--- config.mk ---
export PLATFORM = sky130hd
export DESIGN_NAME = tmc_pin_control
export DESIGN_NICKNAME = d
export VERILOG_FILES = /design/src/tmc_pkg.sv /design/src/tmc_pin_control.sv
export VERILOG_INCLUDE_DIRS = /design/src
export SDC_FILE = /design/constraint.sdc
export NUM_CORES = 1
export LEC_CHECK = 0
export BUFFER_PORTS_ARGS = -buffer_cell sky130_fd_sc_hd__buf_2
export CAP_MARGIN = 20
export CORE_ASPECT_RATIO = 0.75
export CORE_MARGIN = 2
export CORE_UTILIZATION = 50
export DETAILED_ROUTE_END_ITERATION = 16
export PLACE_DENSITY = 0.83
export SLEW_MARGIN = 20
export SYNTH_ARGS = -nofsm -noshare
export SYNTH_HDL_FRONTEND = slang
export SYNTH_SLANG_ARGS = --single-unit
--- constraint.sdc ---
create_clock -name sys_clk -period 6.62 [get_ports sys_clk]
set_clock_uncertainty 0.15 [all_clocks]
set_input_delay 0.662 -clock sys_clk [delete_from_list [all_inputs] [get_ports sys_clk]]
set_output_delay 0.662 -clock sys_clk [all_outputs]
set_load 0.03 [all_outputs]
--- src/tmc_cfg.svh ---
// Constants of the tuning-controller pin block: register offsets, line masks,
// reset values and timing figures.
// Assumes inclusion by bare name from the package and the pin block.
`ifndef TMC_CFG_SVH
`define TMC_CFG_SVH

// ----------------------------------------------------------------------------
// Register offsets (5-bit address, 8-bit data)
// ----------------------------------------------------------------------------
`define TMC_ADDR_A_DATA   5'h00
`define TMC_ADDR_A_DIR    5'h01
`define TMC_ADDR_A_PULL   5'h02
`define TMC_ADDR_B_DATA   5'h03
`define TMC_ADDR_B_DIR    5'h04
`define TMC_ADDR_B_PULL   5'h05
`define TMC_ADDR_C_DATA   5'h06
`define TMC_ADDR_C_DIR    5'h07
`define TMC_ADDR_C_PULL   5'h08
`define TMC_ADDR_EDGE     5'h09
`define TMC_ADDR_IRQ_STAT 5'h0a
`define TMC_ADDR_IRQ_MASK 5'h0b
`define TMC_ADDR_TUNE_LVL 5'h0c
`define TMC_ADDR_VT_LO    5'h0d
`define TMC_ADDR_VT_HI    5'h0e
`define TMC_ADDR_STATUS   5'h0f
`define TMC_ADDR_PWM0     5'h10

// ----------------------------------------------------------------------------
// Line masks
// ----------------------------------------------------------------------------
`define TMC_A_LINES   8'hff
`define TMC_A_OD      8'hf0
`define TMC_A_PULL_OK 8'h0f
`define TMC_B_LINES   8'h77
`define TMC_B_OD      8'h00
`define TMC_B_PULL_OK 8'h77
`define TMC_C_LINES   8'hff
`define TMC_C_OD      8'hff
`define TMC_C_PULL_OK 8'h0f
`define TMC_C_BIT_SCL  0
`define TMC_C_BIT_SDA  1
`define TMC_C_BIT_ENA  3
`define TMC_C_BIT_PWR  4
`define TMC_C_BIT_IR   6

// ----------------------------------------------------------------------------
// Interrupt status / edge bits and reset values
// ----------------------------------------------------------------------------
`define TMC_IRQ_PWR   0
`define TMC_IRQ_IR    1
`define TMC_IRQ_VSYNC 2
`define TMC_IRQ_W     3
`define TMC_RST_BYTE  8'h00
`define TMC_TUNE_MAX  4'h9

// ----------------------------------------------------------------------------
// Timing
// ----------------------------------------------------------------------------
`define TMC_CLK_PERIOD_NS 20
`define TMC_PWM_PERIOD_NS 32000
`define TMC_PWM_STEPS     64

`endif

--- src/tmc_pkg.sv ---
// Types shared by the tuning-controller pin block.
// Assumes tmc_cfg.svh sits in the same folder.
package tmc_pkg;
  `include "tmc_cfg.svh"

  // Three-signal view of up to eight pins of one port
  typedef struct packed {
    logic [7:0] dout;
    logic [7:0] oe;
    logic [7:0] pull_en;
  } tmc_pin_type;

  // Serial peripheral signals merged onto port C
  typedef struct packed {
    logic clk;
    logic data;
    logic enable;
  } tmc_serial_type;

  // Overlay colour and blanking levels
  typedef struct packed {
    logic red;
    logic green;
    logic blue;
    logic blank;
  } tmc_osd_type;

  // Reset sequencing, Gray along hold -> capture -> run
  typedef enum logic [1:0] {
    TMC_RST_HOLD    = 2'b00,
    TMC_RST_CAPTURE = 2'b01,
    TMC_RST_RUN     = 2'b11
  } tmc_rst_state_type;
endpackage : tmc_pkg

--- src/tmc_pin_control.sv ---
// Pin control of an 8-bit TV tuning controller: three general ports,
// serial merge, edge interrupts, reset/strap, overlay polarity, converters.
// Assumes synchronous pin inputs, one 50 MHz clock and pads outside that
// resolve each pin from dout/oe/pull_en.
//
// The implementer's own choices: the strobed register port and the register offsets.
`timescale 1ns/1ns
`include "tmc_cfg.svh"

// ----------------------------------------------------------------------------
// One general port: data, direction and pull-up registers
// ----------------------------------------------------------------------------
module tmc_gpio_port #(
  parameter logic [7:0] LINE_MASK = 8'hff,
  parameter logic [7:0] OD_MASK   = 8'h00,
  parameter logic [7:0] PULL_OK   = 8'hff
) (
  // Clock and reset
  input  wire logic                 clk,
  input  wire logic                 rst_n,
  // Register writes
  input  wire logic                 we_data,
  input  wire logic                 we_dir,
  input  wire logic                 we_pull,
  input  wire logic [7:0]           wdata,
  // Pins and alternate function
  input  wire logic [7:0]           pin_in,
  input  wire logic [7:0]           alt_and,
  output tmc_pkg::tmc_pin_type      pin,
  // Register views
  output logic [7:0]                data_q,
  output logic [7:0]                dir_q,
  output logic [7:0]                pull_q,
  output logic [7:0]                rd_val
);
  import tmc_pkg::*;

  logic [7:0] data_r;
  logic [7:0] dir_r;
  logic [7:0] pull_r;
  wire  [7:0] drive_lvl;

  // Absent lines never store a one; lines without pull-up never store one in the pull register
  always_ff @(posedge clk or negedge rst_n) begin
    if (!rst_n) begin
      data_r <= `TMC_RST_BYTE;
      dir_r  <= `TMC_RST_BYTE;
      pull_r <= `TMC_RST_BYTE;
    end else begin
      if (we_data) data_r <= wdata & LINE_MASK;
      if (we_dir)  dir_r  <= wdata & LINE_MASK;
      if (we_pull) pull_r <= wdata & PULL_OK & LINE_MASK;
    end
  end

  // Output level, ANDed with the alternate signal where one is merged
  assign drive_lvl   = data_r & alt_and & LINE_MASK;
  // Push-pull lines drive both levels; open-drain lines only pull low
  assign pin.dout    = drive_lvl & ~OD_MASK;
  assign pin.oe      = dir_r & LINE_MASK & (~OD_MASK | ~drive_lvl);
  // Pull-up only on inputs that offer it
  assign pin.pull_en = ~dir_r & pull_r & PULL_OK & LINE_MASK;
  // Output lines read the data register, inputs read the pin
  assign rd_val      = ((dir_r & data_r) | (~dir_r & pin_in)) & LINE_MASK;
  assign data_q      = data_r;
  assign dir_q       = dir_r;
  assign pull_q      = pull_r;
endmodule : tmc_gpio_port

module tmc_pin_control #(
  parameter bit SYNC_POSITIVE  = 1'b0,
  parameter bit RGB_POSITIVE   = 1'b0,
  parameter bit BLANK_POSITIVE = 1'b0,
  parameter int PWM_NUM        = 6,
  parameter int VT_BITS        = 14
) (
  // Clock and reset
  input  wire logic                    sys_clk,
  input  wire logic                    arst_n,
  // Register port
  input  wire logic [4:0]              reg_addr,
  input  wire logic [7:0]              reg_wdata,
  input  wire logic                    reg_wr,
  input  wire logic                    reg_rd,
  output logic [7:0]                   reg_rdata,
  output logic                         irq,
  // General ports
  input  wire logic [7:0]              port_a_lines_in,
  output tmc_pkg::tmc_pin_type         port_a_lines,
  input  wire logic [7:0]              port_b_lines_in,
  output tmc_pkg::tmc_pin_type         port_b_lines,
  input  wire logic [7:0]              port_c_lines_in,
  output tmc_pkg::tmc_pin_type         port_c_lines,
  // Serial peripheral signals
  input  wire tmc_pkg::tmc_serial_type serial_sig,
  // Reset, crystal and programming strap
  input  wire logic                    prog_level_high,
  output logic                         core_reset_n,
  output logic                         crystal_enable,
  output logic                         programming_mode,
  // Overlay
  input  wire logic                    hsync_in,
  input  wire logic                    vsync_in,
  output logic                         overlay_osc_run,
  input  wire tmc_pkg::tmc_osd_type    osd_active,
  output tmc_pkg::tmc_osd_type         osd_pins,
  // Converters and tuning
  output logic [PWM_NUM-1:0]           pwm_converter_outputs_out,
  output logic [PWM_NUM-1:0]           pwm_converter_outputs_oe,
  input  wire logic [3:0]              tuning_level_input,
  output logic                         voltage_tuning_output
);
  import tmc_pkg::*;

  // --------------------------------------------------------------------------
  // Timing figures in cycles
  // --------------------------------------------------------------------------
  localparam int PWM_STEP_CYC =
    `TMC_PWM_PERIOD_NS / (`TMC_CLK_PERIOD_NS * `TMC_PWM_STEPS);
  localparam logic [5:0] PWM_STEP_LAST = 6'(PWM_STEP_CYC - 1);

  // --------------------------------------------------------------------------
  // Reset release and programming strap
  // --------------------------------------------------------------------------
  logic              rst_meta_r;
  logic              rst_n_r;
  tmc_rst_state_type rst_state_r;
  tmc_rst_state_type rst_state_nxt;
  logic              prog_mode_r;
  wire               rst_n = rst_n_r;

  // Two-stage release; assertion acts at once
  always_ff @(posedge sys_clk or negedge arst_n) begin
    if (!arst_n) begin
      rst_meta_r <= 1'b0;
      rst_n_r    <= 1'b0;
    end else begin
      rst_meta_r <= 1'b1;
      rst_n_r    <= rst_meta_r;
    end
  end

  // Program restarts and crystal runs only once reset is gone
  assign core_reset_n   = rst_n;
  assign crystal_enable = rst_n;

  // Strap caught in the second cycle after release (capture state), never by the reset itself
  always_comb begin
    case (rst_state_r)
      TMC_RST_HOLD:    rst_state_nxt = TMC_RST_CAPTURE;
      TMC_RST_CAPTURE: rst_state_nxt = TMC_RST_RUN;
      TMC_RST_RUN:     rst_state_nxt = TMC_RST_RUN;
      default:         rst_state_nxt = TMC_RST_HOLD;
    endcase
  end

  always_ff @(posedge sys_clk or negedge rst_n) begin
    if (!rst_n) begin
      rst_state_r <= TMC_RST_HOLD;
      prog_mode_r <= 1'b0;
    end else begin
      rst_state_r <= rst_state_nxt;
      if (rst_state_r == TMC_RST_CAPTURE) prog_mode_r <= prog_level_high;
    end
  end
  assign programming_mode = prog_mode_r;

  // --------------------------------------------------------------------------
  // Register decode
  // --------------------------------------------------------------------------
  wire wr_a_data = reg_wr && (reg_addr == `TMC_ADDR_A_DATA);
  wire wr_a_dir  = reg_wr && (reg_addr == `TMC_ADDR_A_DIR);
  wire wr_a_pull = reg_wr && (reg_addr == `TMC_ADDR_A_PULL);
  wire wr_b_data = reg_wr && (reg_addr == `TMC_ADDR_B_DATA);
  wire wr_b_dir  = reg_wr && (reg_addr == `TMC_ADDR_B_DIR);
  wire wr_b_pull = reg_wr && (reg_addr == `TMC_ADDR_B_PULL);
  wire wr_c_data = reg_wr && (reg_addr == `TMC_ADDR_C_DATA);
  wire wr_c_dir  = reg_wr && (reg_addr == `TMC_ADDR_C_DIR);
  wire wr_c_pull = reg_wr && (reg_addr == `TMC_ADDR_C_PULL);
  wire wr_edge   = reg_wr && (reg_addr == `TMC_ADDR_EDGE);
  wire wr_stat   = reg_wr && (reg_addr == `TMC_ADDR_IRQ_STAT);
  wire wr_mask   = reg_wr && (reg_addr == `TMC_ADDR_IRQ_MASK);
  wire wr_vt_lo  = reg_wr && (reg_addr == `TMC_ADDR_VT_LO);
  wire wr_vt_hi  = reg_wr && (reg_addr == `TMC_ADDR_VT_HI);

  // --------------------------------------------------------------------------
  // General ports
  // --------------------------------------------------------------------------
  logic [7:0] a_data, a_dir, a_pull, a_rd;
  logic [7:0] b_data, b_dir, b_pull, b_rd;
  logic [7:0] c_data, c_dir, c_pull, c_rd;
  logic [7:0] c_alt;

  // Serial signals merged by AND on lines 0, 1 and 3; others pass data
  always_comb begin
    c_alt                 = 8'hff;
    c_alt[`TMC_C_BIT_SCL] = serial_sig.clk;
    c_alt[`TMC_C_BIT_SDA] = serial_sig.data;
    c_alt[`TMC_C_BIT_ENA] = serial_sig.enable;
  end

  // Port A: low nibble push-pull with pull-up, high nibble open-drain
  tmc_gpio_port #(
    .LINE_MASK (`TMC_A_LINES),
    .OD_MASK   (`TMC_A_OD),
    .PULL_OK   (`TMC_A_PULL_OK)
  ) u_port_a (
    .clk     (sys_clk),
    .rst_n   (rst_n),
    .we_data (wr_a_data),
    .we_dir  (wr_a_dir),
    .we_pull (wr_a_pull),
    .wdata   (reg_wdata),
    .pin_in  (port_a_lines_in),
    .alt_and (8'hff),
    .pin     (port_a_lines),
    .data_q  (a_data),
    .dir_q   (a_dir),
    .pull_q  (a_pull),
    .rd_val  (a_rd)
  );

  // Port B: bits 3 and 7 do not exist and read zero
  tmc_gpio_port #(
    .LINE_MASK (`TMC_B_LINES),
    .OD_MASK   (`TMC_B_OD),
    .PULL_OK   (`TMC_B_PULL_OK)
  ) u_port_b (
    .clk     (sys_clk),
    .rst_n   (rst_n),
    .we_data (wr_b_data),
    .we_dir  (wr_b_dir),
    .we_pull (wr_b_pull),
    .wdata   (reg_wdata),
    .pin_in  (port_b_lines_in),
    .alt_and (8'hff),
    .pin     (port_b_lines),
    .data_q  (b_data),
    .dir_q   (b_dir),
    .pull_q  (b_pull),
    .rd_val  (b_rd)
  );

  // Port C: all open-drain, serial merged before the drain driver
  tmc_gpio_port #(
    .LINE_MASK (`TMC_C_LINES),
    .OD_MASK   (`TMC_C_OD),
    .PULL_OK   (`TMC_C_PULL_OK)
  ) u_port_c (
    .clk     (sys_clk),
    .rst_n   (rst_n),
    .we_data (wr_c_data),
    .we_dir  (wr_c_dir),
    .we_pull (wr_c_pull),
    .wdata   (reg_wdata),
    .pin_in  (port_c_lines_in),
    .alt_and (c_alt),
    .pin     (port_c_lines),
    .data_q  (c_data),
    .dir_q   (c_dir),
    .pull_q  (c_pull),
    .rd_val  (c_rd)
  );

  // --------------------------------------------------------------------------
  // Edge latches and interrupts
  // --------------------------------------------------------------------------
  logic [1:0]           edge_rise_r;
  logic                 pwr_prev_r;
  logic                 ir_prev_r;
  logic                 vsy_prev_r;
  logic [`TMC_IRQ_W-1:0] stat_r;
  logic [`TMC_IRQ_W-1:0] mask_r;
  logic [`TMC_IRQ_W-1:0] stat_set;

  // Sync inputs as active-high levels under the fixed polarity
  wire hs_act = SYNC_POSITIVE ? hsync_in : ~hsync_in;
  wire vsy_act = SYNC_POSITIVE ? vsync_in : ~vsync_in;

  wire pwr_pin = port_c_lines_in[`TMC_C_BIT_PWR];
  wire ir_pin  = port_c_lines_in[`TMC_C_BIT_IR];
  // Edge select for the power and IR latches: one picks rising, zero falling
  wire pwr_edge = edge_rise_r[0] ? (pwr_pin & ~pwr_prev_r) : (~pwr_pin & pwr_prev_r);
  wire ir_edge  = edge_rise_r[1] ? (ir_pin & ~ir_prev_r) : (~ir_pin & ir_prev_r);

  always_comb begin
    stat_set                 = '0;
    stat_set[`TMC_IRQ_PWR]   = pwr_edge;
    stat_set[`TMC_IRQ_IR]    = ir_edge;
    stat_set[`TMC_IRQ_VSYNC] = vsy_act & ~vsy_prev_r;
  end

  // Write-one-to-clear; a new event in the same cycle keeps its bit set
  always_ff @(posedge sys_clk or negedge rst_n) begin
    if (!rst_n) begin
      edge_rise_r <= 2'h0;
      pwr_prev_r  <= 1'b0;
      ir_prev_r   <= 1'b0;
      vsy_prev_r  <= 1'b0;
      stat_r      <= '0;
      mask_r      <= '0;
    end else begin
      pwr_prev_r <= pwr_pin;
      ir_prev_r  <= ir_pin;
      vsy_prev_r <= vsy_act;
      if (wr_edge) edge_rise_r <= reg_wdata[1:0];
      if (wr_mask) mask_r <= reg_wdata[`TMC_IRQ_W-1:0];
      stat_r <= (stat_r & ~(wr_stat ? reg_wdata[`TMC_IRQ_W-1:0] : '0)) | stat_set;
    end
  end
  assign irq = |(stat_r & mask_r);

  // --------------------------------------------------------------------------
  // Overlay oscillator gate and colour outputs
  // --------------------------------------------------------------------------
  // Either sync in its active state halts the overlay dot oscillator
  assign overlay_osc_run = ~(hs_act | vsy_act);

  // Registered push-pull levels with mask-fixed polarity
  always_ff @(posedge sys_clk or negedge rst_n) begin
    if (!rst_n) begin
      osd_pins <= {~RGB_POSITIVE, ~RGB_POSITIVE, ~RGB_POSITIVE, ~BLANK_POSITIVE};
    end else begin
      osd_pins.red   <= osd_active.red   ~^ RGB_POSITIVE;
      osd_pins.green <= osd_active.green ~^ RGB_POSITIVE;
      osd_pins.blue  <= osd_active.blue  ~^ RGB_POSITIVE;
      osd_pins.blank <= osd_active.blank ~^ BLANK_POSITIVE;
    end
  end

  // --------------------------------------------------------------------------
  // Pulse-width converters
  // --------------------------------------------------------------------------
  logic [5:0] step_cnt_r;
  logic [5:0] phase_r;
  logic [5:0] duty_r [PWM_NUM];
  wire        step_en = (step_cnt_r == PWM_STEP_LAST);

  // Divider gives one step enable per 1/64 of the converter period
  always_ff @(posedge sys_clk or negedge rst_n) begin
    if (!rst_n) begin
      step_cnt_r <= 6'h00;
      phase_r    <= 6'h00;
    end else begin
      step_cnt_r <= step_en ? 6'h00 : step_cnt_r + 6'h01;
      if (step_en) phase_r <= phase_r + 6'h01;
    end
  end

  // Released (high) while phase is below duty, pulled low otherwise
  generate
    for (genvar i = 0; i < PWM_NUM; i++) begin : g_pwm
      wire wr_duty = reg_wr && (reg_addr == 5'(`TMC_ADDR_PWM0 + i));
      always_ff @(posedge sys_clk or negedge rst_n) begin
        if (!rst_n) begin
          duty_r[i]                   <= 6'h00;
          pwm_converter_outputs_oe[i] <= 1'b1;
        end else begin
          if (wr_duty) duty_r[i] <= reg_wdata[5:0];
          pwm_converter_outputs_oe[i] <= ~(phase_r < duty_r[i]);
        end
      end
    end
  endgenerate
  assign pwm_converter_outputs_out = '0;

  // --------------------------------------------------------------------------
  // Tuning comparator and voltage synthesis cell
  // --------------------------------------------------------------------------
  logic [3:0]         tune_lvl_r;
  logic [VT_BITS-1:0] vt_val_r;
  logic [VT_BITS-1:0] vt_cnt_r;
  logic               vt_out_r;

  // Comparator code clamped to its ten levels
  always_ff @(posedge sys_clk or negedge rst_n) begin
    if (!rst_n) begin
      tune_lvl_r <= 4'h0;
    end else begin
      tune_lvl_r <= (tuning_level_input > `TMC_TUNE_MAX) ? `TMC_TUNE_MAX
                                                         : tuning_level_input;
    end
  end

  // 14-bit cell: free counter compared with the tuning word
  always_ff @(posedge sys_clk or negedge rst_n) begin
    if (!rst_n) begin
      vt_val_r <= '0;
      vt_cnt_r <= '0;
      vt_out_r <= 1'b0;
    end else begin
      if (wr_vt_lo) vt_val_r[7:0] <= reg_wdata;
      if (wr_vt_hi) vt_val_r[VT_BITS-1:8] <= reg_wdata[VT_BITS-9:0];
      vt_cnt_r <= vt_cnt_r + 1'b1;
      vt_out_r <= (vt_cnt_r < vt_val_r);
    end
  end
  assign voltage_tuning_output = vt_out_r;

  // --------------------------------------------------------------------------
  // Read data, one cycle after the strobe; unmapped reads zero
  // --------------------------------------------------------------------------
  logic [7:0] rd_pwm;
  always_comb begin
    rd_pwm = 8'h00;
    for (int k = 0; k < PWM_NUM; k++) begin
      if (reg_addr == 5'(`TMC_ADDR_PWM0 + k)) rd_pwm = {2'h0, duty_r[k]};
    end
  end

  wire [7:0] rd_mux =
    (reg_addr == `TMC_ADDR_A_DATA)   ? a_rd :
    (reg_addr == `TMC_ADDR_A_DIR)    ? a_dir :
    (reg_addr == `TMC_ADDR_A_PULL)   ? a_pull :
    (reg_addr == `TMC_ADDR_B_DATA)   ? b_rd :
    (reg_addr == `TMC_ADDR_B_DIR)    ? b_dir :
    (reg_addr == `TMC_ADDR_B_PULL)   ? b_pull :
    (reg_addr == `TMC_ADDR_C_DATA)   ? c_rd :
    (reg_addr == `TMC_ADDR_C_DIR)    ? c_dir :
    (reg_addr == `TMC_ADDR_C_PULL)   ? c_pull :
    (reg_addr == `TMC_ADDR_EDGE)     ? {6'h00, edge_rise_r} :
    (reg_addr == `TMC_ADDR_IRQ_STAT) ? {5'h00, stat_r} :
    (reg_addr == `TMC_ADDR_IRQ_MASK) ? {5'h00, mask_r} :
    (reg_addr == `TMC_ADDR_TUNE_LVL) ? {4'h0, tune_lvl_r} :
    (reg_addr == `TMC_ADDR_VT_LO)    ? vt_val_r[7:0] :
    (reg_addr == `TMC_ADDR_VT_HI)    ? {2'h0, vt_val_r[VT_BITS-1:8]} :
    (reg_addr == `TMC_ADDR_STATUS)   ? {5'h00, hs_act, vsy_act, prog_mode_r} :
    rd_pwm;

  // Data held only for the cycle after the strobe
  always_ff @(posedge sys_clk or negedge rst_n) begin
    if (!rst_n) reg_rdata <= 8'h00;
    else        reg_rdata <= reg_rd ? rd_mux : 8'h00;
  end
endmodule : tmc_pin_control

======== After elaboration in Yosys (flattened, before gate mapping) ========
Cells that the tools add are included.
cells by class
  bitwise gates (word level) .............. 48
  add/sub/neg operators ................... 3
  equality and inequality tests ........... 24
  divide/modulo/power cells ............... 0
  reduce and logical (&&, ||, !) cells .... 24
  shift-type cells ........................ 0
  order comparisons ....................... 8
  multipliers ............................. 0
  multiplexer cells ....................... 29
operators by type and width
  kind                                                              count
  8-bit two-way mux                                                 15
  8-bit AND                                                         7
  6-bit two-way mux                                                 9
  5-bit by 4-bit == test with 1-bit output (second input constant)  8
  6-bit < comparator                                                6
  8-bit NOT                                                         4
  5-bit == test (second input constant)                             6
  7-bit AND                                                         3
  5-bit by 3-bit == test with 1-bit output (second input constant)  4
  1-bit logical AND                                                 20
  1-bit NOT                                                         18
  8-bit OR                                                          2
  14-bit by 1-bit adder with 14-bit output (second input constant)  1
  14-bit < comparator                                               1
  6-bit by 1-bit adder with 6-bit output (second input constant)    2
  5-bit by 2-bit == test with 1-bit output (second input constant)  2
  4-bit AND                                                         2
  7-bit NOT                                                         1
  7-bit OR                                                          1
  3-bit AND                                                         2
  6-bit by 5-bit == test with 1-bit output (second input constant)  1
  1-bit AND                                                         5
  5-bit by 1-bit == test with 1-bit output (second input constant)  1
  5-bit logical NOT                                                 1
  13 further kinds                                                  14
word-level totals
  output and inout port bits .............. 102
  logic and storage cells ................. 179
  bits in read-only memories .............. 0
  bits in writable memories ............... 0
  bits in latches ......................... 0
  memories ................................ 0
  flip-flop bits (word level) ............. 173
  bits of input ports ..................... 55

======== Depth between registers and ports, before layout ========
Gate-level depths: netlist of run 1.
  depth after elaboration ................. 24
  depth in mapped cells ................... 9
  depth with buffers taken out ............ 7

======== By module ========
A second synthesis of run 1 with hierarchy kept.
unflattened totals
  cells, all modules ...................... 953
  area total of the unflattened synthesis .. 10,408.7 um^2
modules (own cells, without submodules)
  module                     area an instance (um^2)  seq. area each (um^2)  instances  cells each
  tmc_pin_control            7,148.1                  2,890.3                1          717
  tmc_gpio_port at u_port_c  1,107.3                  500.5                  1          79
  tmc_gpio_port at u_port_a  1,102.3                  500.5                  1          79
  tmc_gpio_port at u_port_b  1,051.0                  450.4                  1          78

======== Least setup slack after synthesis of run 1 ========
No wires, ideal clock.
  kind .................................... register to output
  start ................................... register rst_n_r (netlist: core_reset_n)
  end ..................................... output crystal_enable
  data arrival time ....................... 4,784 ps
  cell stages (with the launch flop) ...... 2
  setup slack ............................. 1,024 ps
  buffers on the path ..................... 1
  path through ............................ dfrtp_1 > buf_4
RTL lines
  element                   RTL line                source
  start: declaration        tmc_pin_control.sv:126  logic rst_n_r;
  start signal: assignment  tmc_pin_control.sv:139  rst_n_r <= rst_meta_r;
  end: declaration          tmc_pin_control.sv:99   output logic crystal_enable,
No word-level cell between the ends.

======== Final worst setup path of run 1 ========
  start ................................... input reg_addr[1]
  end ..................................... register reg_rdata[1]
on the way
  longest elaborated chain between the ends .. 24
  elaborated cells on any way between the ends .. 45
  those cells by class .................... eq/ne: 21; mux: 23; reduce/logical: 1
RTL lines
  element                          RTL line                source
  start: declaration               tmc_pin_control.sv:81   input wire logic [4:0] reg_addr,
  5-bit == test                    tmc_pin_control.sv:407  if (reg_addr == 5'(`TMC_ADDR_PWM0 + k)) rd_pwm = {2'h0, duty_r[k]};
  6-bit two-way mux (6 in series)  tmc_pin_control.sv:407
  6-bit two-way mux                tmc_pin_control.sv:427  (reg_addr == `TMC_ADDR_STATUS) ? {5'h00, hs_act, vsy_act, prog_mode_r} :
  6-bit two-way mux                tmc_pin_control.sv:426  (reg_addr == `TMC_ADDR_VT_HI) ? {2'h0, vt_val_r[VT_BITS-1:8]} :
  8-bit two-way mux                tmc_pin_control.sv:425  (reg_addr == `TMC_ADDR_VT_LO) ? vt_val_r[7:0] :
  8-bit two-way mux                tmc_pin_control.sv:424  (reg_addr == `TMC_ADDR_TUNE_LVL) ? {4'h0, tune_lvl_r} :
  8-bit two-way mux                tmc_pin_control.sv:423  (reg_addr == `TMC_ADDR_IRQ_MASK) ? {5'h00, mask_r} :
  8-bit two-way mux                tmc_pin_control.sv:422  (reg_addr == `TMC_ADDR_IRQ_STAT) ? {5'h00, stat_r} :
  [... 3 more ...]                 --
  8-bit two-way mux                tmc_pin_control.sv:418  (reg_addr == `TMC_ADDR_C_DATA) ? c_rd :
  8-bit two-way mux                tmc_pin_control.sv:417  (reg_addr == `TMC_ADDR_B_PULL) ? b_pull :
  8-bit two-way mux                tmc_pin_control.sv:416  (reg_addr == `TMC_ADDR_B_DIR) ? b_dir :
  8-bit two-way mux                tmc_pin_control.sv:415  (reg_addr == `TMC_ADDR_B_DATA) ? b_rd :
  8-bit two-way mux                tmc_pin_control.sv:414  (reg_addr == `TMC_ADDR_A_PULL) ? a_pull :
  8-bit two-way mux                tmc_pin_control.sv:413  (reg_addr == `TMC_ADDR_A_DIR) ? a_dir :
  8-bit two-way mux (*)            tmc_pin_control.sv:412  (reg_addr == `TMC_ADDR_A_DATA) ? a_rd :
  8-bit two-way mux (*)            tmc_pin_control.sv:433  else reg_rdata <= reg_rd ? rd_mux : 8'h00;
  end signal: assignment           tmc_pin_control.sv:433
  end: declaration                 tmc_pin_control.sv:85   output logic [7:0] reg_rdata,
Mark *: on every way between the ends. The rest lies on a longest branch, timed or not.
A chain may end at the register's enable or synchronous reset.

==> results of run 1 <==
[layout make-up]
| type | count | area, um^2 |
|---|---|---|
| multi-input cells | 665 | 4720 |
| repair buffers | 126 | 643 |
| diodes | 1 | 2.50 |
| fillers | 1616 | 8340 |
| flip-flops and latches | 173 | 4350 |
| well taps | 253 | 317 |
| inverters | 63 | 236 |
| clock buffers | 17 | 425 |
| clock inverters | 15 | 184 |
[cell usage after synthesis, types with 3 or more instances]
master,instances,share of area
nand3_1,11,0.0057
a221oi_1,4,0.0036
nand4_1,7,0.0045
buf_4,48,0.037
nand2b_1,20,0.013
nor2_4,3,0.0035
and3_1,8,0.0052
nor2b_1,38,0.025
o21ai_0,63,0.032
dfstp_2,10,0.027
a211oi_1,9,0.0070
clkbuf_1,17,0.0066
nor4_1,6,0.0039
o32ai_1,4,0.0036
nor3_1,9,0.0046
mux2_2,89,0.10
xor2_1,9,0.0081
inv_1,63,0.024
mux2i_1,15,0.015
a32oi_1,6,0.0054
buf_2,13,0.0067
a21oi_1,51,0.026
nand2_1,72,0.028
a21o_1,13,0.010
a21boi_0,4,0.0031
xnor2_1,12,0.011
a221o_1,4,0.0041
o21a_1,3,0.0023
ha_1,47,0.061
nor2_1,60,0.023
o31ai_1,3,0.0023
mux2_4,8,0.012
a31oi_1,4,0.0026
dfrtp_1,163,0.42
o22ai_1,9,0.0058
[registers in the layout, summed over array words and instances (netlist names), 8 cells and up]
name	cells
duty_r	36
reg_rdata	8
u_port_a.data_q	8
u_port_a.dir_q	8
u_port_c.data_q	8
u_port_c.dir_q	8
vt_cnt_r	14
vt_val_r	14
[routing by layer]
layer | vias up | global-route usage | wire length, um
met3 | 63 | 0.0706 | 2610
met1 | 3726 | 0.365 | 10900
met5 | - | 0 | 13
met4 | 2 | 0.0834 | 636
met2 | 424 | 0.369 | 11300
li1 | 3439 | - | -
[path summary, 6_finish.rpt]
check                              startpoint                  to  slack (ps)
max in group asynchronous        core_reset_n  u_port_c.data_q[4]        4830
min reg2reg                      core_reset_n      rst_state_r[1]         160
min                              core_reset_n      rst_state_r[1]         160
min in group sys_clk            osd_active[2]         osd_pins[2]         170
max reg2reg                u_port_b.pull_q[2]        reg_rdata[2]        4370
max                               reg_addr[1]        reg_rdata[1]        3650
[stage by stage]
step | hold WS, ps | instance area (um^2) | cells
after floorplan | 181 | 9820 | 983
after global placement | 176 | 10300 | 1279
after detailed placement | 179 | 10300 | 1279
after CTS | 147 | 10900 | 1312
after global routing | 151 | 10900 | 1313
final | 163 | 10900 | 1313
[placed cells by master (no fill, tap or decap), types with 38 or more instances in the layout]
master,n
nor2_1,60
mux2_2,89
ha_1,47
inv_1,63
nor2b_1,38
dfrtp_1,162
o21ai_0,63
a21oi_1,51
nand2_1,72
buf_2,122
[timing repair]
action	4_1_cts	5_1_grt
hold endpoints to repair	2	0
buffers inserted	0	0
setup endpoints to repair	0	0
hold buffers	1	0
[kinds of logic (layout without fill, tap and decap cells)]
group | count (synthesis) | after routing | synth area share
multiplexers | 112 | 112 | 0.131
adder cells (fa/ha/maj) | 47 | 47 | 0.0606
other | 2 | 34 | 0.000774
XOR/XNOR | 21 | 21 | 0.0190
AND/OR/NAND/NOR | 255 | 255 | 0.135
flip-flops | 173 | 173 | 0.447
buffers and inverters | 145 | 221 | 0.0779
AO/OA/AOI/OAI | 197 | 197 | 0.128
[power breakdown]
part	internal, mW	total [mW]	switching (mW)
combinational	0.268	0.716	0.448
sequential	1.22	1.35	0.133
clock	0.516	1.02	0.506
total	2.00	3.09	1.09
==> results by group, run 1 <==
Outcome
  – Status: finished, final reports clean

Global routing
  – Total congestion overflow: 0
  – First-pass GRT wire length: 40000 um
  – Vias in the first global route: 7328
  – Initial antenna violation count: 2
  – GRT Total Usage: 0.253
  – Largest net degree at the start of global routing: 77

Power and ir drop
  – P_leak: 5.25 nW
  – Tot Pwr: 3.09 mW
  – Pwr Density: 284 nW/um^2
  – VDD IR-drop max: 0.171 mV

Critical path
  – Worst Path Required: 6830 ps
  – Worst setup EP type: register
  – Critical path depth: 7
  – Reg2Reg Depth: 5
  – CP top delay family: compound AO/OA/AOI/OAI gates
  – WP data arrival: 3190 ps
  – Worst path slowest cell: buf_2
  – Setup crit start kind: input pin
  – CP max stage delay: 710 ps
  – CP Buf/Inv Count: 1
  – CP Class: input pin to register
  – Worst-path cell chain: buf_2 > nand3b_1 > a211oi_1 > nor4_1 > a311oi_1 > o21ai_0 > a211oi_2
  – Critical path fanouts, max: 44

Timing
  – Fmax: 336 MHz
  – Fin. Hold Viols: 0
  – Crit share post-route: 0.449
  – Post-route setup TNS: 0 ps
  – Slack of the critical path: 3650 ps
  – Pins over their slew limit: 0
  – RSZ-0062 raised after global routing: no
  – Final setup viols: 0
  – Actual transition at the worst max-transition pin: 943 ps
  – Final worst path period need: 2970 ps
  – Max-slew headroom: 0.371

CTS
  – Post-cts sizing count: 0
  – Root Buffer: clkbuf_16
  – Clock sinks: 173
  – CTS tree: yes
  – Cts bufs inserted: 17
  – Clock Tree Buf Depth: 2
  – H-tree levels: 4
  – Worst-path clk slew: 80 ps
  – Skew-Pair Late Insertion Delay: 450 ps

Layout
  – # nets final: 1148
  – Layout cells sized above 1: 0.264
  – Finished Core Util: 0.566
  – Synthesis-to-layout area growth: 12.1%

Die
  – Num rows: 44
  – CORE AREA: 19200 um^2
  – IO Pins: 157
  – Die H: 125 um
  – DIE AREA: 20500 um^2
  – Initial core utilization: 0.505
  – Die X: 165 um

Synthesis
  – Synthesized flop and latch total: 173
  – Synthesized cell area: 9700 um^2
  – Fraction of registers with async set/reset: 1.00
  – Netlist cell types: 69
  – Most used DFF post-synth: dfrtp_1
  – EDFF count, synth: 0
  – Synth Warn #: 0
  – Seq/Total Area, Yosys: 0.447
  – Syn Inst Count: 952
  – Post-Syn Area per Cell: 10.2 um^2

Detailed routing
  – Vias: 7654
  – DRT Pass-1 Iters: 8
  – Post-route ant nets: 0
  – Final wirelength: 25500 um
  – Via density: 5.83
  – Drt wl/cell: 19.4 um
  – DR iter-0 viols: 868
  – DRC viols: 0

Placed design
  – Placed wire-length estimate: 18100 um
  – Global placer's final weighted congestion: 0.940
  – Port-buffer cells: 122
  – Setup WS pre-CTS: 3330 ps

Min path
  – Hold Crit Class: register to async pin

Run
  – Max-cap viol count: 0
Power figures use the tool's default switching activity.
==> inputs of run 2 (changes only) <==
--- a/config.mk
+++ b/config.mk
@@ -6,6 +6,7 @@
 export SDC_FILE = /design/constraint.sdc
 export NUM_CORES = 1
 export LEC_CHECK = 0
+export ABC_AREA = 1
 export BUFFER_PORTS_ARGS = -buffer_cell sky130_fd_sc_hd__buf_2
 export CAP_MARGIN = 20
 export CORE_ASPECT_RATIO = 0.75
==> constraint.sdc (replaced) <==
create_clock -name sys_clk -period 2.92 [get_ports sys_clk]
set_clock_uncertainty 0.15 [all_clocks]
set_input_delay 0.292 -clock sys_clk [delete_from_list [all_inputs] [get_ports sys_clk]]
set_output_delay 0.292 -clock sys_clk [all_outputs]
set_load 0.03 [all_outputs]
==> run 2 against run 1 <==
Against the previous run:
- non-clock buffer count increased by 15
- design area fell by 3.6%
- via count grew 3.2%
- critical path depth rose by 3
- core utilization increased by 2.4 points
- area after synthesis is 6.1% lower
- sequential power rose by 130%
==> results by group, run 2 <==
Outcome
  – Status: finished, final reports clean

CTS
  – Root Buffer: clkbuf_16
  – Post-CTS Setup Inserts: 0 (unchanged)
  – Skew-Pair Late Insertion Delay: 430 ps (-20 ps)
  – CTS tree: yes
  – Clock Tree Buf Depth: 2 (unchanged)
  – Cts bufs inserted: 17 (unchanged)
  – Worst-path clk slew: 70 ps (about the same)
  – H-tree levels: 4 (unchanged)
  – Post-cts sizing count: 0 (unchanged)
  – Clock sinks: 173 (unchanged)
  – Hold Buf Count CTS: 16 (+15)

Detailed routing
  – Drt wl/cell: 16.2 um (-16%)
  – Vias: 7900 (+3.2%)
  – Final wirelength: 24000 um (-5.7%)
  – Post-route ant nets: 0 (unchanged)
  – Via density: 5.35 (-8.3%)
  – DRC viols: 0 (unchanged)
  – DR iter-0 viols: 779 (-10%)
  – DRT Pass-1 Iters: 8 (unchanged)

Die
  – Die H: 121 um (-3.0%)
  – Initial core utilization: 0.513 (+0.00788)
  – DIE AREA: 19300 um^2 (-5.9%)
  – Num rows: 42 (-4.5%)
  – CORE AREA: 17800 um^2 (-7.6%)
  – Die X: 160 um (-3.0%)
  – IO Pins: 157 (unchanged)

Layout
  – Filler cell count: 1585 (-1.9%)
  – Post-Layout Inst Area: 10500 um^2 (-3.6%)
  – Most common cell after layout, fill and taps aside: nand2_1
  – # nets final: 1325 (+15%)
  – Layout cells sized above 1: 0.159 (-0.105)
  – Final std cells w/o fill: 1478 (+13%)
  – Commonest non-fill, non-tap cells in the layout: nand2_1, dfrtp_1, inv_1
  – Finished Core Util: 0.590 (+0.0243)
  – Top reg by flops: duty_r
  – Diodes inserted: 0 (-1)
  – Biggest regs: duty_r (36), vt_cnt_r (14), vt_val_r (14)
  – Max reg flops: 36 (unchanged)
  – Synthesis-to-layout area growth: 15.1%

Power and ir drop
  – Int Power: 4.48 mW (+120%)
  – VDD IR-drop max: 0.378 mV (+120%)
  – NetSw: 2.30 mW (+110%)
  – Tot Pwr: 6.78 mW (+120%)
  – Pwr Density: 647 nW/um^2 (+130%)
  – Clk pwr share: 0.330 (about the same)
  – Sequential power share: 0.450 (+0.012)
  – P_leak: 5.33 nW (+1.5%)
  – Sw Share: 0.339 (-0.0126)
  – Combinational share of power: 0.220 (-0.012)

Timing
  – Actual transition at the worst max-transition pin: 805 ps (-139 ps)
  – Fin. Hold Viols: 0 (unchanged)
  – Slack of the critical path: 734 ps (-2910 ps)
  – Max-slew headroom: 0.463 (+0.0919)
  – Final setup viols: 0 (unchanged)
  – Fmax: 458 MHz
  – Crit share post-route: 0.749
  – Final hold slack: 71.3 ps (-92.2 ps)
  – Final worst path period need: 2190 ps
  – RSZ-0062 raised after global routing: no
  – Pins over their slew limit: 0 (unchanged)
  – Post-route setup TNS: 0 ps (unchanged)

Critical path
  – Worst setup EP type: register
  – CP Buf/Inv Count: 0 (-1)
  – Critical path fanouts, max: 3 (-93%)
  – Worst-path cell chain: nand2_1 > o21ai_0 > a21oi_1 > nand3_1 > o21ai_0 > o211ai_1 > a21oi_1 > a22oi_1 > o22ai_1 > a21oi_1
  – CP top delay family: compound AO/OA/AOI/OAI gates
  – Worst Path Required: 3080 ps (-3750 ps)
  – Cell repeated most along the worst path: a21oi_1
  – Worst path slowest cell: dfrtp_1
  – CP Class: register to register
  – CP max stage delay: 410 ps (-300 ps)
  – WP data arrival: 2350 ps (-840 ps)
  – Setup crit start kind: register

Placed design
  – Port-buffer cells: 122 (unchanged)
  – Post-placement cell count: 1430 (+12%)
  – Placed wire-length estimate: 17200 um (-4.6%)
  – Global placer's final weighted congestion: 0.899 (-4.4%)
  – Setup WS pre-CTS: 526 ps (-2800 ps)
  – Post-DP Area: 9750 um^2 (-4.9%)

Global routing
  – Vias in the first global route: 7494 (+2.3%)
  – Largest net degree at the start of global routing: 114 (+48%)
  – First-pass GRT wire length: 39000 um (-2.5%)
  – Total congestion overflow: 0 (unchanged)
  – GRT Total Usage: 0.259 (+0.00599)
  – Initial antenna violation count: 1 (-1)

Synthesis
  – Fraction of post-synthesis cell area in the top cell type by area: 0.448 (+0.0274)
  – Post-Syn Area per Cell: 8.26 um^2 (-19%)
  – Fraction of registers with async set/reset: 1.00 (unchanged)
  – Most frequent cell after synthesis: nand2_1
  – Most used DFF post-synth: dfrtp_1
  – Netlist cell types: 47 (-32%)
  – Synth area leaders: dfrtp_1, nand2_1, o21ai_0
  – Synthesized flop and latch total: 173 (unchanged)
  – Synthesized cell area: 9110 um^2 (-6.1%)
  – Commonest cells post-synth: nand2_1, dfrtp_1, inv_1
  – Syn Inst Count: 1103 (+16%)
  – Synth Warn #: 0 (unchanged)
  – Largest area contributor in the netlist: dfrtp_1
  – EDFF count, synth: 0 (unchanged)
  – Seq/Total Area, Yosys: 0.477 (+0.0291)

Min path
  – Hold Crit Class: input pin to register

Run
  – Max-cap viol count: 0 (unchanged)
-- run 2: cell count changes after synthesis, moves of 20 or more --
cell      delta
mux2_2      -84
inv_1       +81
nand2b_1    -20
nand2_1    +191
o21ai_0     +78
nor2b_1     -38
-- run 2: worst paths after layout --
kind	start	cells past startpoint	end	slack, ps
worst max-delay path	duty_r[34]	10	reg_rdata[4]	730
worst min-delay path	port_a_lines_in[3]	5	reg_rdata[3]	70
worst min register to register	rst_meta_r	0	core_reset_n	200
worst max register to register	duty_r[34]	10	reg_rdata[4]	730
max in group asynchronous	core_reset_n	1	duty_r[25]	1690
min in group asynchronous	core_reset_n	1	vt_cnt_r[11]	310
-- run 2: power by group through the flow --
| stage | logic, mW | clock network (mW) | registers (mW) |
|---|---|---|---|
| finish | 1.49 | 2.24 | 3.05 |
| global route | 1.66 | 2.37 | 3.09 |
| CTS | 1.49 | 2.26 | 3.04 |
| detailed placement | 1.47 | 0 | 3.07 |
| global placement | 1.41 | 0 | 3.07 |
| floorplan | 0.936 | 0 | 3.17 |
-- run 2: worst min-delay path, stage by stage --
cell	delay [ps]
buf_2	90
nand2_1	70
a31oi_1	80
nand2_1	60
inv_1	40
-- run 2: area by class of cell --
type	count	area, um^2	share of cell area
Clock buffer	18	429	0.0409
Multi-Input combinational cell	737	3880	0.370
Inverter	153	577	0.0550
Sequential cell	173	4350	0.414
Timing Repair Buffer	141	806	0.0768
Clock inverter	14	145	0.0138
Tap cell	242	303	0.0289
-- run 2: logic make-up (layout without fill, tap and decap cells) --
family	Yosys count	count (layout)	share of synthesized area
AND/OR/NAND/NOR	400	400	0.182
AO/OA/AOI/OAI	228	228	0.136
buffers and inverters	224	326	0.110
flip-flops	173	173	0.477
adder cells (fa/ha/maj)	47	47	0.0646
XOR/XNOR	18	18	0.0173
multiplexers	11	11	0.0128
other	2	33	0.000824
-- run 2: metal layers --
layer | vias up | global-route usage | wire, um | part of all wire
met5 | - | 0 | 9 | 0.00037
met4 | 2 | 0.0783 | 451 | 0.019
met3 | 36 | 0.0656 | 2280 | 0.095
met2 | 342 | 0.394 | 10700 | 0.44
met1 | 3786 | 0.369 | 10600 | 0.44
li1 | 3734 | - | - | -
==> inputs of run 3 (changes only) <==
--- a/config.mk
+++ b/config.mk
@@ -6,14 +6,14 @@
 export SDC_FILE = /design/constraint.sdc
 export NUM_CORES = 1
 export LEC_CHECK = 0
-export ABC_AREA = 1
+export ABC_AREA = 0
 export BUFFER_PORTS_ARGS = -buffer_cell sky130_fd_sc_hd__buf_2
 export CAP_MARGIN = 20
 export CORE_ASPECT_RATIO = 0.75
 export CORE_MARGIN = 2
 export CORE_UTILIZATION = 50
 export DETAILED_ROUTE_END_ITERATION = 16
-export PLACE_DENSITY = 0.83
+export PLACE_DENSITY = 0.86
 export SLEW_MARGIN = 20
 export SYNTH_ARGS = -nofsm -noshare
 export SYNTH_HDL_FRONTEND = slang
==> constraint.sdc (replaced) <==
create_clock -name sys_clk -period 1.8 [get_ports sys_clk]
set_clock_uncertainty 0.15 [all_clocks]
set_input_delay 0.18 -clock sys_clk [delete_from_list [all_inputs] [get_ports sys_clk]]
set_output_delay 0.18 -clock sys_clk [all_outputs]
set_load 0.03 [all_outputs]
==> run 3 against run 2 <==
Against the previous run:
- the run now ends with setup timing left
- core utilization increased by 5.2 points
- first-iteration DRC count increased by 18%
- sequential share of layout area decreased by 6.2 points
- critical path type is now register to output pin
- largest cell class is now multi-input gates
- largest power group unchanged
==> results by group, run 3 (same netlist as run 1, synthesis figures left out) <==
Layout
  – Most common cell after layout, fill and taps aside: dfrtp_1
  – Final std cells w/o fill: 1465 (-0.88%)
  – Commonest non-fill, non-tap cells in the layout: dfrtp_1, buf_4, buf_2
  – Max reg flops: 36 (unchanged)
  – Diodes inserted: 0 (unchanged)
  – Filler cell count: 1433 (-9.6%)
  – Layout cells sized above 1: 0.371 (+0.212)
  – Post-Layout Inst Area: 12300 um^2 (+18%)
  – Finished Core Util: 0.642 (+0.0519)
  – # nets final: 1301 (-1.8%)
  – Top reg by flops: duty_r
  – Synthesis-to-layout area growth: 27.2%
  – Biggest regs: duty_r (36), vt_cnt_r (14), vt_val_r (14)

Placed design
  – Post-DP Area: 11300 um^2 (+16%)
  – Setup WS pre-CTS: -350 ps (-876 ps)
  – Global placer's final weighted congestion: 1.02 (+13%)
  – Placed wire-length estimate: 21000 um (+22%)
  – Port-buffer cells: 122 (unchanged)
  – Post-placement cell count: 1409 (-1.5%)

Critical path
  – Worst r2r dst: voltage_tuning_output
  – Reg2Reg Depth: 7 (-3)
  – Critical path fanouts, max: 2 (-1)
  – Worst setup EP type: output pin
  – Worst reg-to-reg setup slack: -50 ps (-780 ps)
  – Worst R2R Start: vt_val_r[5]
  – Setup crit start kind: register
  – WP data arrival: 1560 ps (-790 ps)
  – Worst Path Required: 1470 ps (-1610 ps)
  – CP Class: register to output pin

Min path
  – Hold Crit Class: input pin to register
  – Hold path start: reg_wdata[4]
  – Hold endpoint: duty_r[4]
  – Hold path cells: 3 (-2)

Detailed routing
  – Drt wl/cell: 19.7 um (+22%)
  – DR iter-0 viols: 916 (+18%)
  – DRC viols: 0 (unchanged)
  – Via density: 5.71 (+6.8%)
  – Vias: 8364 (+5.9%)
  – DRT Pass-1 Iters: 8 (unchanged)
  – Final wirelength: 28900 um (+20%)
  – Post-route ant nets: 0 (unchanged)

CTS
  – Cts bufs inserted: 17 (unchanged)
  – Worst-path clk slew: 70 ps (about the same)
  – Clock Tree Buf Depth: 2 (unchanged)
  – H-tree levels: 4 (unchanged)
  – Skew-Pair Late Insertion Delay: 440 ps (about the same)
  – Clock sinks: 173 (unchanged)
  – Root Buffer: clkbuf_16
  – CTS tree: yes

Die
  – Die X: 165 um (+3.1%)
  – DIE AREA: 20500 um^2 (+6.3%)
  – CORE AREA: 19200 um^2 (+8.2%)
  – Die H: 125 um (+3.1%)
  – Num rows: 44 (+4.8%)
  – IO Pins: 157 (unchanged)
  – Initial core utilization: 0.505 (-0.00788)

Global routing
  – GRT Total Usage: 0.285 (+0.0259)
  – Total congestion overflow: 0 (unchanged)
  – Vias in the first global route: 8222 (+9.7%)
  – Largest net degree at the start of global routing: 81 (-29%)
  – Initial antenna violation count: 0 (-1)
  – First-pass GRT wire length: 45000 um (+15%)

Outcome
  – Failing checks: setup timing
  – Status: complete, but fails checks

Power and ir drop
  – Tot Pwr: 12.0 mW (+76%)
  – P_leak: 6.04 nW (+13%)
  – VDD IR-drop max: 0.733 mV (+94%)
  – Pwr Density: 969 nW/um^2 (+50%)

Timing
  – Fin. Hold Viols: 0 (unchanged)
  – Fmax: 529 MHz
  – Final worst path period need: 1890 ps
  – Pins over their slew limit: 0 (unchanged)
  – RSZ-0062 raised after global routing: yes
  – Crit share post-route: 1.05
  – Final setup viols: 2 (+2)
  – Slack of the critical path: -88.9 ps (-823 ps)

Run
  – Max-cap viol count: 0 (unchanged)
==> run 3: cell types whose count changed in the layout (fill, tap and decap cells not counted), moves of 8 or more <==
| cell | change |
|---|---|
| a21o_1 | +13 |
| and3_1 | +8 |
| buf_4 | +129 |
| inv_1 | -82 |
| mux2_2 | +83 |
| mux2_4 | +9 |
| nand2_1 | -191 |
| nand2b_1 | +20 |
| nand3_1 | -16 |
| nor2_1 | -13 |
| nor2b_1 | +38 |
| o21ai_0 | -86 |
| o221ai_1 | -8 |
| xnor2_1 | +8 |
==> run 3: repair_timing <==
item / in CTS / in global routing
endpoints found under the setup margin: 11 / 19
setup buffers: 4 / 1
gates resized for setup: 13 / 39
hold endpoints to repair: 31 / 0
pin swaps: 7 / 25
hold buffers: 21 / 0
==> run 3: per-stage QoR <==
stage	TNS (ps)	hold WS, ps
finish	-142	24.0
global route	-390	42.9
CTS	-145	1.11
detailed placement	-17090	-179
global placement	-13970	-180
floorplan	-35570	-266
==> run 3: layer usage <==
metal,track usage,share of wire,vias up
met4,0.0844,0.023,0
met5,0,0,-
met2,0.447,0.46,482
met3,0.0606,0.096,72
met1,0.399,0.42,4073
li1,-,-,3737
==> run 3: worst max-delay path by stage <==
stage | to | slack [ps] | cells after the start | from
final | irq | -90 | 3 | stat_r[2]
after global routing | irq | -160 | 3 | stat_r[2]
after CTS | irq | -120 | 3 | stat_r[2]
after detailed placement | reg_rdata[0] | -350 | 8 | reg_addr[1]
after global placement | reg_rdata[1] | -320 | 10 | reg_addr[1]
after floorplan | crystal_enable | -510 | 1 | core_reset_n
==> run 3: layout make-up <==
type / instances / area [um^2] / share of cell area
timing repair buffer: 279 / 1900 / 0.154
multi-input combinational: 665 / 4910 / 0.398
clock inverter: 15 / 195 / 0.0158
inverter: 63 / 236 / 0.0192
tap: 253 / 317 / 0.0257
sequential: 173 / 4350 / 0.352
clock buffer: 17 / 425 / 0.0345
==> run 3: worst max-delay path, cell delays in order (launching register included) <==
cell and delay (ps):
dfrtp_1 380, a222oi_1 480, inv_1 110, buf_6 160
==> run 3: power by group <==
group / switching (mW) / leakage (nW) / internal (mW)
clock network: 1.80 / 0.296 / 2.01
registers: 0.511 / 2.12 / 4.49
logic: 1.86 / 3.62 / 1.29
